--- config.mk ---
export PLATFORM = sky130hd
export DESIGN_NAME = cfm_fault_manager
export DESIGN_NICKNAME = d
export VERILOG_FILES = /design/src/hw/cfm_pkg.sv /design/src/hw/cfm_fault_manager.sv
export SDC_FILE = /design/constraint.sdc
export NUM_CORES = 1
export LEC_CHECK = 0
export BUFFER_PORTS_ARGS = -buffer_cell sky130_fd_sc_hd__buf_2
export CELL_PAD_IN_SITES_DETAIL_PLACEMENT = 0
export CELL_PAD_IN_SITES_GLOBAL_PLACEMENT = 1
export CORE_ASPECT_RATIO = 0.5
export CORE_MARGIN = 8
export CORE_UTILIZATION = 40
export CTS_BUF_LIST = sky130_fd_sc_hd__clkbuf_16
export CTS_CLUSTER_SIZE = 14
export DETAILED_ROUTE_END_ITERATION = 10
export PLACE_DENSITY_LB_ADDON = 0.1
export RECOVER_POWER = 100
export SETUP_SLACK_MARGIN = 0.1
export SYNTH_ARGS = -nofsm -noshare
export SYNTH_HDL_FRONTEND = slang
export SYNTH_SLANG_ARGS = --single-unit
--- constraint.sdc ---
create_clock -name CLK_SYS -period 2.15 [get_ports CLK_SYS]
set_input_delay 0.1075 -clock CLK_SYS [delete_from_list [all_inputs] [get_ports CLK_SYS]]
set_output_delay 0.1075 -clock CLK_SYS [all_outputs]
set_load 0.005 [all_outputs]
--- src/hw/cfm_pkg.sv ---
package cfm_pkg;
  // channel and counter sizing
  localparam int          NUM_CH       = 8;
  localparam int          OC_CH        = 6;
  localparam int          OC_CNT_W     = 7;
  // overcurrent qualification window, counted in CLK_SYS cycles
  localparam logic [6:0]  OC_QUAL_CYC  = 7'h40;
  localparam logic [6:0]  OC_CNT_RST   = 7'h00;
  // register map
  localparam logic [11:0] ADR_CTRL     = 12'h000;
  localparam logic [11:0] ADR_STATUS   = 12'h004;
  localparam logic [11:0] ADR_IRQ_STAT = 12'h008;
  localparam logic [11:0] ADR_IRQ_EN   = 12'h00C;
  localparam logic [11:0] ADR_IRQ_CLR  = 12'h010;
  localparam logic [11:0] ADR_FAULTS   = 12'h014;
  // control register field positions and reset value
  localparam int          CTRL_SLEEP   = 0;
  localparam int          CTRL_FE_EN   = 1;
  localparam int          CTRL_PAIR_EN = 2;
  localparam int          CTRL_BL_EN   = 3;
  localparam logic [3:0]  CTRL_RST     = 4'h0;
  // interrupt status bit positions
  localparam int          IRQ_UV       = 0;
  localparam int          IRQ_OC_LATCH = 1;
  localparam int          IRQ_THERMAL  = 2;
  localparam int          IRQ_OV       = 3;
  localparam int          IRQ_BL_OC    = 4;
  localparam logic [4:0]  IRQ_RST      = 5'h00;
  localparam logic [7:0]  OV_RST       = 8'h00;
  // state of the shared shutdown latch
  typedef enum logic [1:0] {
    CFM_RUN   = 2'b01,
    CFM_LATCH = 2'b10
  } cfm_state_t;
endpackage : cfm_pkg

--- src/hw/cfm_fault_manager.sv ---
`timescale 1ns/100ps
`default_nettype none

// two-flop synchroniser for asynchronous comparator and pin levels
module cfm_sync2 (
  input  wire logic CLK_SYS,
  input  wire logic SRST,
  input  wire logic d,
  output var  logic q
);
  logic meta_q;
  // first flop feeds only the second
  always_ff @(posedge CLK_SYS) begin
    if (SRST) begin
      meta_q <= 1'b0;
      q      <= 1'b0;
    end else begin
      meta_q <= d;
      q      <= meta_q;
    end
  end
endmodule // cfm_sync2

// per-channel overcurrent qualifier for channels one to six
module cfm_oc_qual (
  input  wire logic CLK_SYS,
  input  wire logic SRST,
  input  wire logic cond,
  output var  logic trip
);
  import cfm_pkg::*;
  logic [6:0] cnt_q;
  logic [6:0] cnt_d;
  // restart whenever the condition drops so short glitches never add up
  assign cnt_d = !cond ? OC_CNT_RST :
                 (cnt_q == OC_QUAL_CYC) ? cnt_q : cnt_q + 7'h01;
  always_ff @(posedge CLK_SYS) begin
    if (SRST) cnt_q <= OC_CNT_RST;
    else      cnt_q <= cnt_d;
  end
  assign trip = cond && (cnt_q == OC_QUAL_CYC);
endmodule // cfm_oc_qual

module cfm_fault_manager (
  input  wire logic        CLK_SYS,
  input  wire logic        SRST,
  input  wire logic        PSEL,
  input  wire logic        PENABLE,
  input  wire logic        PWRITE,
  input  wire logic [11:0] PADDR,
  input  wire logic [31:0] PWDATA,
  output var  logic [31:0] PRDATA,
  output var  logic        PREADY,
  output var  logic        PSLVERR,
  input  wire logic [5:0]  OC_OVER_LIMIT,
  input  wire logic [5:0]  OC_OUT_LOW,
  input  wire logic        BL_OVER_LIMIT,
  input  wire logic        CH8_OUT_LOW,
  input  wire logic        REF_OUT_LOW,
  input  wire logic [7:0]  OV_FEEDBACK_HIGH,
  input  wire logic        UNDERVOLTAGE_LOCKOUT,
  input  wire logic        THERMAL_CUTOUT,
  output var  logic [7:0]  CH_RAMP_SECONDARY,
  output var  logic [7:0]  CH_SWITCH_ENABLE,
  output var  logic        ALL_SHUTDOWN,
  input  wire logic        IMAGER_SEQUENCE_SELECT,
  output var  logic        IRQ
);
  import cfm_pkg::*;

  logic [3:0]  ctrl_q;
  logic [4:0]  irq_stat_q;
  logic [4:0]  irq_en_q;
  logic [7:0]  ov_q;
  logic        bl_ov_q;
  logic        seq_sel_q;
  logic [31:0] prdata_q;
  logic [3:0]  ctrl_prev_q;
  logic        uv_prev_q;
  cfm_state_t  state_q;
  cfm_state_t  state_d;
  logic        thermal_lat_q;
  logic        c8ref_cause_q;
  logic [4:0]  irq_prev_q;

  // synchronised comparator flags
  logic [5:0] oc_lim_s;
  logic [5:0] oc_low_s;
  logic [7:0] ov_s;
  logic [5:0] oc_trip;
  logic       bl_oc_s;
  logic       ch8_low_s;
  logic       ref_low_s;
  logic       uv_s;
  logic       tsd_s;
  logic       seq_s;
  wire  [5:0] oc_cond = oc_lim_s & oc_low_s; // limit and low output together

  // every analog flag crosses two flops before use
  genvar gi;
  generate
    for (gi = 0; gi < OC_CH; gi++) begin : g_oc
      cfm_sync2 u_lim (.CLK_SYS(CLK_SYS), .SRST(SRST),
                       .d(OC_OVER_LIMIT[gi]), .q(oc_lim_s[gi]));
      cfm_sync2 u_low (.CLK_SYS(CLK_SYS), .SRST(SRST),
                       .d(OC_OUT_LOW[gi]), .q(oc_low_s[gi]));
      cfm_oc_qual u_q (.CLK_SYS(CLK_SYS), .SRST(SRST),
                       .cond(oc_cond[gi]),
                       .trip(oc_trip[gi]));
    end
    for (gi = 0; gi < NUM_CH; gi++) begin : g_ov
      cfm_sync2 u_ov (.CLK_SYS(CLK_SYS), .SRST(SRST),
                      .d(OV_FEEDBACK_HIGH[gi]), .q(ov_s[gi]));
    end
  endgenerate
  cfm_sync2 u_bl  (.CLK_SYS(CLK_SYS), .SRST(SRST),
                   .d(BL_OVER_LIMIT), .q(bl_oc_s));
  cfm_sync2 u_c8  (.CLK_SYS(CLK_SYS), .SRST(SRST),
                   .d(CH8_OUT_LOW), .q(ch8_low_s));
  cfm_sync2 u_ref (.CLK_SYS(CLK_SYS), .SRST(SRST),
                   .d(REF_OUT_LOW), .q(ref_low_s));
  cfm_sync2 u_uv  (.CLK_SYS(CLK_SYS), .SRST(SRST),
                   .d(UNDERVOLTAGE_LOCKOUT), .q(uv_s));
  cfm_sync2 u_tsd (.CLK_SYS(CLK_SYS), .SRST(SRST),
                   .d(THERMAL_CUTOUT), .q(tsd_s));
  cfm_sync2 u_seq (.CLK_SYS(CLK_SYS), .SRST(SRST),
                   .d(IMAGER_SEQUENCE_SELECT), .q(seq_s));

  // apb decode; the slave always answers in the access cycle
  wire apb_acc  = PSEL && PENABLE;
  wire apb_wr   = apb_acc && PWRITE;
  wire apb_rd   = apb_acc && !PWRITE;
  wire hit_ctrl = (PADDR == ADR_CTRL);
  wire hit_en   = (PADDR == ADR_IRQ_EN);
  wire hit_clr  = (PADDR == ADR_IRQ_CLR);
  wire hit_any  = hit_ctrl || hit_en || hit_clr || (PADDR == ADR_STATUS) ||
                  (PADDR == ADR_IRQ_STAT) || (PADDR == ADR_FAULTS);

  // control bits standing in for the host pins
  wire active_low_sleep        = ctrl_q[CTRL_SLEEP];
  wire frontend_channel_enable = ctrl_q[CTRL_FE_EN];
  wire imager_pair_enable      = ctrl_q[CTRL_PAIR_EN];
  wire backlight_enable        = ctrl_q[CTRL_BL_EN];

  // rising edges of the host enables
  wire rise_sleep = active_low_sleep && !ctrl_prev_q[CTRL_SLEEP];
  wire rise_fe    = frontend_channel_enable && !ctrl_prev_q[CTRL_FE_EN];
  wire rise_pair  = imager_pair_enable && !ctrl_prev_q[CTRL_PAIR_EN];
  wire rise_bl    = backlight_enable && !ctrl_prev_q[CTRL_BL_EN];
  // supply reapplied: lockout flag falls, i.e. supply back above 1.4 V
  wire resupply   = uv_prev_q && !uv_s;

  // clear events for the different latched faults
  wire clr_oc16   = rise_sleep || rise_fe || rise_pair || resupply;
  wire clr_c8ref  = rise_sleep || rise_fe || resupply;
  wire clr_tsd    = rise_sleep || rise_fe || rise_pair || resupply;

  // latch causes; ch8 and reference clear narrower than ch1-6
  wire trip_oc16  = |oc_trip;
  wire trip_c8ref = ch8_low_s || ref_low_s;
  wire uv_kill    = active_low_sleep && uv_s;

  // a ch8 or reference cause in the latch needs the narrower clear set
  wire lat_clear = (state_q == CFM_LATCH) &&
                   (c8ref_cause_q ? clr_c8ref : clr_oc16);

  // the latch leaves only on a clear that matches its causes
  assign state_d = (trip_oc16 || trip_c8ref) ? CFM_LATCH :
                   lat_clear ? CFM_RUN : state_q;

  always_ff @(posedge CLK_SYS) begin
    if (SRST) state_q <= CFM_RUN;
    else      state_q <= state_d;
  end

  // remembers a ch8 or reference cause until the latch is left
  always_ff @(posedge CLK_SYS) begin
    if (SRST)            c8ref_cause_q <= 1'b0;
    else if (trip_c8ref) c8ref_cause_q <= 1'b1;
    else if (lat_clear)  c8ref_cause_q <= 1'b0;
  end

  // thermal latch: set wins over a simultaneous restart event
  always_ff @(posedge CLK_SYS) begin
    if (SRST)        thermal_lat_q <= 1'b0;
    else if (tsd_s)  thermal_lat_q <= 1'b1;
    else if (clr_tsd) thermal_lat_q <= 1'b0;
  end

  // led overvoltage holds until backlight enable rises
  always_ff @(posedge CLK_SYS) begin
    if (SRST)               bl_ov_q <= 1'b0;
    else if (ov_s[6])       bl_ov_q <= 1'b1;
    else if (rise_bl)       bl_ov_q <= 1'b0;
  end

  // ch1-6 and ch8 overvoltage simply follow the comparator
  always_comb begin
    ov_q = ov_s;
    ov_q[6] = bl_ov_q;
  end

  // host-side edge memory and sequence select sample
  always_ff @(posedge CLK_SYS) begin
    if (SRST) begin
      ctrl_prev_q <= CTRL_RST;
      uv_prev_q   <= 1'b0;
      seq_sel_q   <= 1'b0;
    end else begin
      ctrl_prev_q <= ctrl_q;
      uv_prev_q   <= uv_s;
      seq_sel_q   <= seq_s;
    end
  end

  // shutdown: latched fault, thermal, undervoltage or sleep
  assign ALL_SHUTDOWN = (state_q == CFM_LATCH) || thermal_lat_q ||
                        uv_kill || !active_low_sleep;

  // per-channel switch gating
  always_comb begin
    CH_SWITCH_ENABLE    = {8{!ALL_SHUTDOWN}} & ~ov_q;
    CH_SWITCH_ENABLE[3] = CH_SWITCH_ENABLE[3] && frontend_channel_enable;
    CH_SWITCH_ENABLE[4] = CH_SWITCH_ENABLE[4] && imager_pair_enable;
    CH_SWITCH_ENABLE[5] = CH_SWITCH_ENABLE[5] && imager_pair_enable;
    // led switch drops while over limit, returns when current falls
    CH_SWITCH_ENABLE[6] = CH_SWITCH_ENABLE[6] && backlight_enable &&
                          !bl_oc_s;
  end

  // ramp source selection; 1 = secondary soft-start source
  always_comb begin
    CH_RAMP_SECONDARY    = 8'h00;
    CH_RAMP_SECONDARY[4] = seq_sel_q;
    CH_RAMP_SECONDARY[5] = 1'b1;
  end

  // sticky events are rising conditions, so a standing fault can be cleared
  wire [4:0] irq_lvl = {bl_oc_s, |ov_q, thermal_lat_q,
                        state_q == CFM_LATCH, uv_kill};
  wire [4:0] irq_evt = irq_lvl & ~irq_prev_q;
  wire [4:0] irq_clr = (apb_wr && hit_clr) ? PWDATA[4:0] : 5'h00;

  // event set wins over a clear in the same cycle
  always_ff @(posedge CLK_SYS) begin
    if (SRST) begin
      irq_stat_q <= IRQ_RST;
      irq_prev_q <= IRQ_RST;
    end else begin
      irq_stat_q <= (irq_stat_q & ~irq_clr) | irq_evt;
      irq_prev_q <= irq_lvl;
    end
  end

  // writable registers
  always_ff @(posedge CLK_SYS) begin
    if (SRST) begin
      ctrl_q   <= CTRL_RST;
      irq_en_q <= IRQ_RST;
    end else begin
      if (apb_wr && hit_ctrl) ctrl_q   <= PWDATA[3:0];
      if (apb_wr && hit_en)   irq_en_q <= PWDATA[4:0];
    end
  end

  // read mux, registered for the data output
  wire [31:0] rd_mux =
    (PADDR == ADR_CTRL)     ? {28'h0, ctrl_q} :
    (PADDR == ADR_STATUS)   ? {24'h0, 4'h0, thermal_lat_q, uv_kill,
                               state_q == CFM_LATCH, seq_sel_q} :
    (PADDR == ADR_IRQ_STAT) ? {27'h0, irq_stat_q} :
    (PADDR == ADR_IRQ_EN)   ? {27'h0, irq_en_q} :
    (PADDR == ADR_FAULTS)   ? {16'h0, ov_q, 2'h0, oc_trip} :
    32'h0;

  always_ff @(posedge CLK_SYS) begin
    if (SRST)             prdata_q <= 32'h0000_0000;
    else if (PSEL && !PENABLE) prdata_q <= rd_mux;
  end

  assign PRDATA  = apb_rd ? prdata_q : 32'h0000_0000;
  assign PREADY  = 1'b1;
  assign PSLVERR = apb_acc && !hit_any;
  assign IRQ     = |(irq_stat_q & irq_en_q);

  // latched ch1-6 overcurrent takes everything down next cycle
  oc_latch_a: assert property (@(posedge CLK_SYS) disable iff (SRST)
    trip_oc16 |=> ALL_SHUTDOWN && CH_SWITCH_ENABLE == 8'h00)
    else $error("overcurrent did not latch all channels off");
  // qualifier needs a full window of the condition
  oc_qual_a: assert property (@(posedge CLK_SYS) disable iff (SRST)
    $rose(trip_oc16) |-> ($past(oc_cond, 64) & oc_trip) == oc_trip)
    else $error("overcurrent tripped early");
  // a dropped condition restarts the window, so no trip right after it
  oc_cnt_a: assert property (@(posedge CLK_SYS) disable iff (SRST)
    (oc_trip & ~$past(oc_cond)) == 6'h00)
    else $error("overcurrent trip without condition");
  uv_kill_a: assert property (@(posedge CLK_SYS) disable iff (SRST)
    (active_low_sleep && uv_s) |-> CH_SWITCH_ENABLE == 8'h00)
    else $error("undervoltage did not shut down");
  ramp_sel_a: assert property (@(posedge CLK_SYS) disable iff (SRST)
    CH_RAMP_SECONDARY[3:0] == 4'h0 &&
    CH_RAMP_SECONDARY[4] == seq_sel_q && CH_RAMP_SECONDARY[5])
    else $error("ramp source selection wrong");
  ov_local_a: assert property (@(posedge CLK_SYS) disable iff (SRST)
    ov_s[0] && !ov_s[1] && !ALL_SHUTDOWN |->
    !CH_SWITCH_ENABLE[0] && CH_SWITCH_ENABLE[1])
    else $error("overvoltage not local to its channel");
  led_oc_a: assert property (@(posedge CLK_SYS) disable iff (SRST)
    bl_oc_s |-> !CH_SWITCH_ENABLE[6])
    else $error("led switch on during overcurrent");
  led_ov_a: assert property (@(posedge CLK_SYS) disable iff (SRST)
    bl_ov_q && !ov_s[6] && !rise_bl |=> bl_ov_q)
    else $error("led overvoltage released without enable rise");
  c8_latch_a: assert property (@(posedge CLK_SYS) disable iff (SRST)
    trip_c8ref |=> state_q == CFM_LATCH)
    else $error("ch8 or reference fault did not latch");
  tsd_a: assert property (@(posedge CLK_SYS) disable iff (SRST)
    thermal_lat_q && !tsd_s && !clr_tsd |=> thermal_lat_q)
    else $error("thermal latch released without restart event");
endmodule // cfm_fault_manager

`default_nettype wire

==> flow_summary.yaml <==
critical_path:
  crit_path_start: "g_oc[4].u_q.cnt_q[0]$_SDFFE_PP0P_"
  critPathBufInv: 1
  crit_family: "simple AND/OR/NAND/NOR gates"
  rrSetupSlack_ns: 0.20
  max_stage_delay_ns: 0.51
  critPathMaxFanout: 5
  required_ns: 2.39
  start_kind: "register"
  worstSetupPathType: "reg -> reg"
  r2r-end: "state_q[1]$_SDFFE_PP0P_"
  r2r_start: "g_oc[4].u_q.cnt_q[0]$_SDFFE_PP0P_"
  arrival_ns: 2.19
  cpMaxStageDelayCell: "nor3_1"
  cp_num_cells: 6
  endpoint: "state_q[1]$_SDFFE_PP0P_"
  crit_chain: "inv_1 > ha_1 > and4_1 > and2_0 > nor3_1 > a41oi_1"
  end_kind: "register"
  reg2reg_depth: 6
clocking:
  root_buffer: "clkbuf_16"
  cts_setup_buffers: 0
  cts_inserted_buffers: 17
  htree_num_levels: 4
  cts_tree: "yes"
  clk_latency_ns: 0.41
  clkTransAtPathRegs_ns: 0.06
  cts_buffer_depth: 2
  clock_sinks: 138
detailed_routing:
  antenna_left: 0
  route.vias.total: 4410
  via_per_inst: 4.722
  drc_errors: 0
  wirelength_um: 13100
  wl_per_cell_um: 14.03
  dr.pass1.iters: 5
  drt-initial-drc-count: 206
global_route:
  use_met2: 0.2344
  track_usage: 0.1460
  grt_pass1_wl_um: 21680
  grt_max_degree: 42
  overflow: 0
  grt_pass1_vias: 4421
  met1_usage: 0.1864
  met3_usage: 0.03957
  antenna_found_initial: 0
  top_usage_layer: "met2"
pwr:
  p_per_area_nw_per_um2: 809.3
  power_uw: 5725
  p_leak_uw: 0.002720
  peakVddDrop_mv: 0.5118
final_layout:
  ff_latch_area_um2: 2763
  num-fill-cells: 1376
  instances_no_fill: 934
  nets: 812
  antenna_cells: 0
  multi_input_area_um2: 2706
  syn2layout_area_growth_pct: 23.29
  drive_gt1_frac: 0.1399
synthesis:
  synth_most_common_cell: "dfxtp_1"
  netlist_instances: 617
  synth_edf_count: 0
  synth_warnings: 0
  synthArstFlopShare: 0
  synthTopCellsByArea: "dfxtp_1 (48%), nor2b_1 (7.5%), nand3_1 (4.2%)"
  yosys-top-cells-count: "dfxtp_1 (138), nor2b_1 (69), nor2_1 (50), nand3_1 (48), buf_4 (27)"
  synth_ff_type: "dfxtp_1"
  yosysTopAreaCell: "dfxtp_1"
  avgSynthCellArea_um2: 9.300
  yosysUniqueCellTypes: 52
  synth_top_area_frac: 0.4815
  yosysSeqAreaShare: 0.4815
  synthesis.area_um2: 5738
  synth-seq-cells: 138
floorplanning:
  num_rows: 31
  die_h_um: 100.7
  die_w_um: 185.4
  initial_core_util: 0.4031
  die_area_um2: 18670
  ios: 127
  core_um2: 14230
timing:
  worst_slew_pin_slew_ns: 1.362
  period_needed_ns: 1.945
  rsz0062_at_grt: "false"
  fin_crit_sh: 0.9047
  hold_ws_ns: 0.1687
  setup_viol: 0
  max_slew_margin: 0.09190
  slew_violations: 0
  setup_tns_ns: 0
  max_freq_mhz: 514.1
  hold_violations: 0
  finalClockSkew_ns: 0.01210
placed_design:
  dp_hpwl_um: 9293
  io_buffers: 73
  placed_cells: 873
  place.gp.congestion: 0.8020
outcome:
  status: "completed"
flow_run:
  cap_viol_max_count: 0
worst_hold_path:
  hold_class: "in -> reg"
[placed cells by master, fill, tap and decap left out, types with 3 or more instances in the layout]
master,netlist,layout
clkbuf_2,0,4
buf_2,1,60
dlygate4sd3_1,0,31
a32o_1,5,5
ha_1,12,12
clkbuf_16,0,17
o22ai_1,3,3
nand3b_1,3,3
and2_0,0,12
a21oi_1,25,25
clkinvlp_4,0,3
nor3b_1,5,5
buf_4,27,6
nand4_1,9,9
nor4b_1,8,7
and4_1,3,3
conb_1,2,26
a22oi_1,5,5
o31a_1,3,3
nor4bb_1,3,3
clkbuf_1,16,13
a31oi_1,3,3
xor2_1,23,23
dfxtp_1,138,138
nand3_1,48,47
bufinv_16,0,3
and3_1,7,7
nand2_1,20,20
o21ai_0,15,15
nor2b_1,69,69
inv_1,18,22
a41oi_1,5,5
and2_1,16,4
xnor2_1,13,13
nand2b_1,13,13
nor3_1,10,11
mux2i_1,6,6
nor2_1,50,50
nor4_1,7,7
[metal layers]
layer,up-vias,share of wire
li1,2279,-
met1,2045,0.49
met2,74,0.46
met3,12,0.039
met4,0,0.0088
met5,-,0
[worst min path at each step]
| stage | to | cells after the start | slack [ns] | startpoint |
|---|---|---|---|---|
| 6_report | irq_stat_q[1]$_SDFF_PP0_ | 3 | 0.17 | PADDR[4] |
| 5_1_grt | irq_stat_q[1]$_SDFF_PP0_ | 3 | 0.18 | PADDR[4] |
| 4_1_cts | thermal_lat_q$_SDFFE_PP0P_ | 2 | 0.06 | SRST |
| 3_5_place_dp | u_uv.meta_q$_SDFF_PP0_ | 2 | 0.32 | UNDERVOLTAGE_LOCKOUT |
| 3_3_place_gp | g_oc[0].u_low.meta_q$_SDFF_PP0_ | 2 | 0.32 | OC_OUT_LOW[0] |
| 2_1_floorplan | ctrl_prev_q[0]$_SDFF_PP0_ | 1 | 0.19 | SRST |
[through the flow]
stage	util	instance area (um2)	setup WS, ns
after floorplan	-	5828	0.3329
after global placement	0.4373	6225	0.2212
after detailed placement	0.4373	6225	0.1984
after CTS	0.4992	7106	0.2263
after global routing	0.4970	7074	0.08526
final	0.4970	7074	0.2048
[state kept, by name, indices dropped and copies added, names as in the netlist, 2 cells and up]
| signal | cells |
|---|---|
| g_oc.u_low.q | 6 |
| g_oc.u_lim.meta_q | 6 |
| ctrl_q | 4 |
| irq_stat_q | 5 |
| g_oc.u_low.meta_q | 6 |
| g_oc.u_q.cnt_q | 42 |
| prdata_q | 14 |
| ctrl_prev_q | 4 |
| g_ov.u_ov.meta_q | 8 |
| irq_en_q | 5 |
| state_q | 2 |
| g_ov.u_ov.q | 8 |
| g_oc.u_lim.q | 6 |
| irq_prev_q | 5 |
[worst reg2reg max path, stage by stage (launching register included)]
cell	delay, ns
dfxtp_1	0.41
inv_1	0.06
ha_1	0.21
and4_1	0.19
and2_0	0.21
nor3_1	0.51
a41oi_1	0.19
[where the power goes]
part	internal, uW	switching, uW	total [uW]
clock network	1780	1030	2810
logic	126	135	261
registers	2620	30.3	2650
total	4530	1200	5730
[cell type report]
type / count / area share
Timing Repair Buffer: 114 / 0.1024
Inverter: 18 / 0.009551
Multi-Input combinational cell: 436 / 0.3826
Sequential cell: 138 / 0.3905
Clock inverter: 13 / 0.01981
Tap cell: 198 / 0.03502
Clock buffer: 17 / 0.06013
[what timing repair did]
action | CTS | global route
endpoints found under the hold margin | 33 | 0
hold buffers | 31 | 0
resized for setup | 1 | 1
endpoints found under the setup margin | 1 | 1
[logic make-up (layout without fill, tap and decap cells)]
family,Yosys count,in the layout,synth area share
xor gates and xnor gates,36,36,0.05495
and+or+nand+nor,283,283,0.2804
other,2,26,0.001309
buffers and inverters,67,162,0.06301
adders and majority gates,12,12,0.02617
muxes,6,6,0.01047
AOI/OAI and AO/OA,73,73,0.08221
DFF,138,138,0.4815
Power figures use the tool's default switching activity.
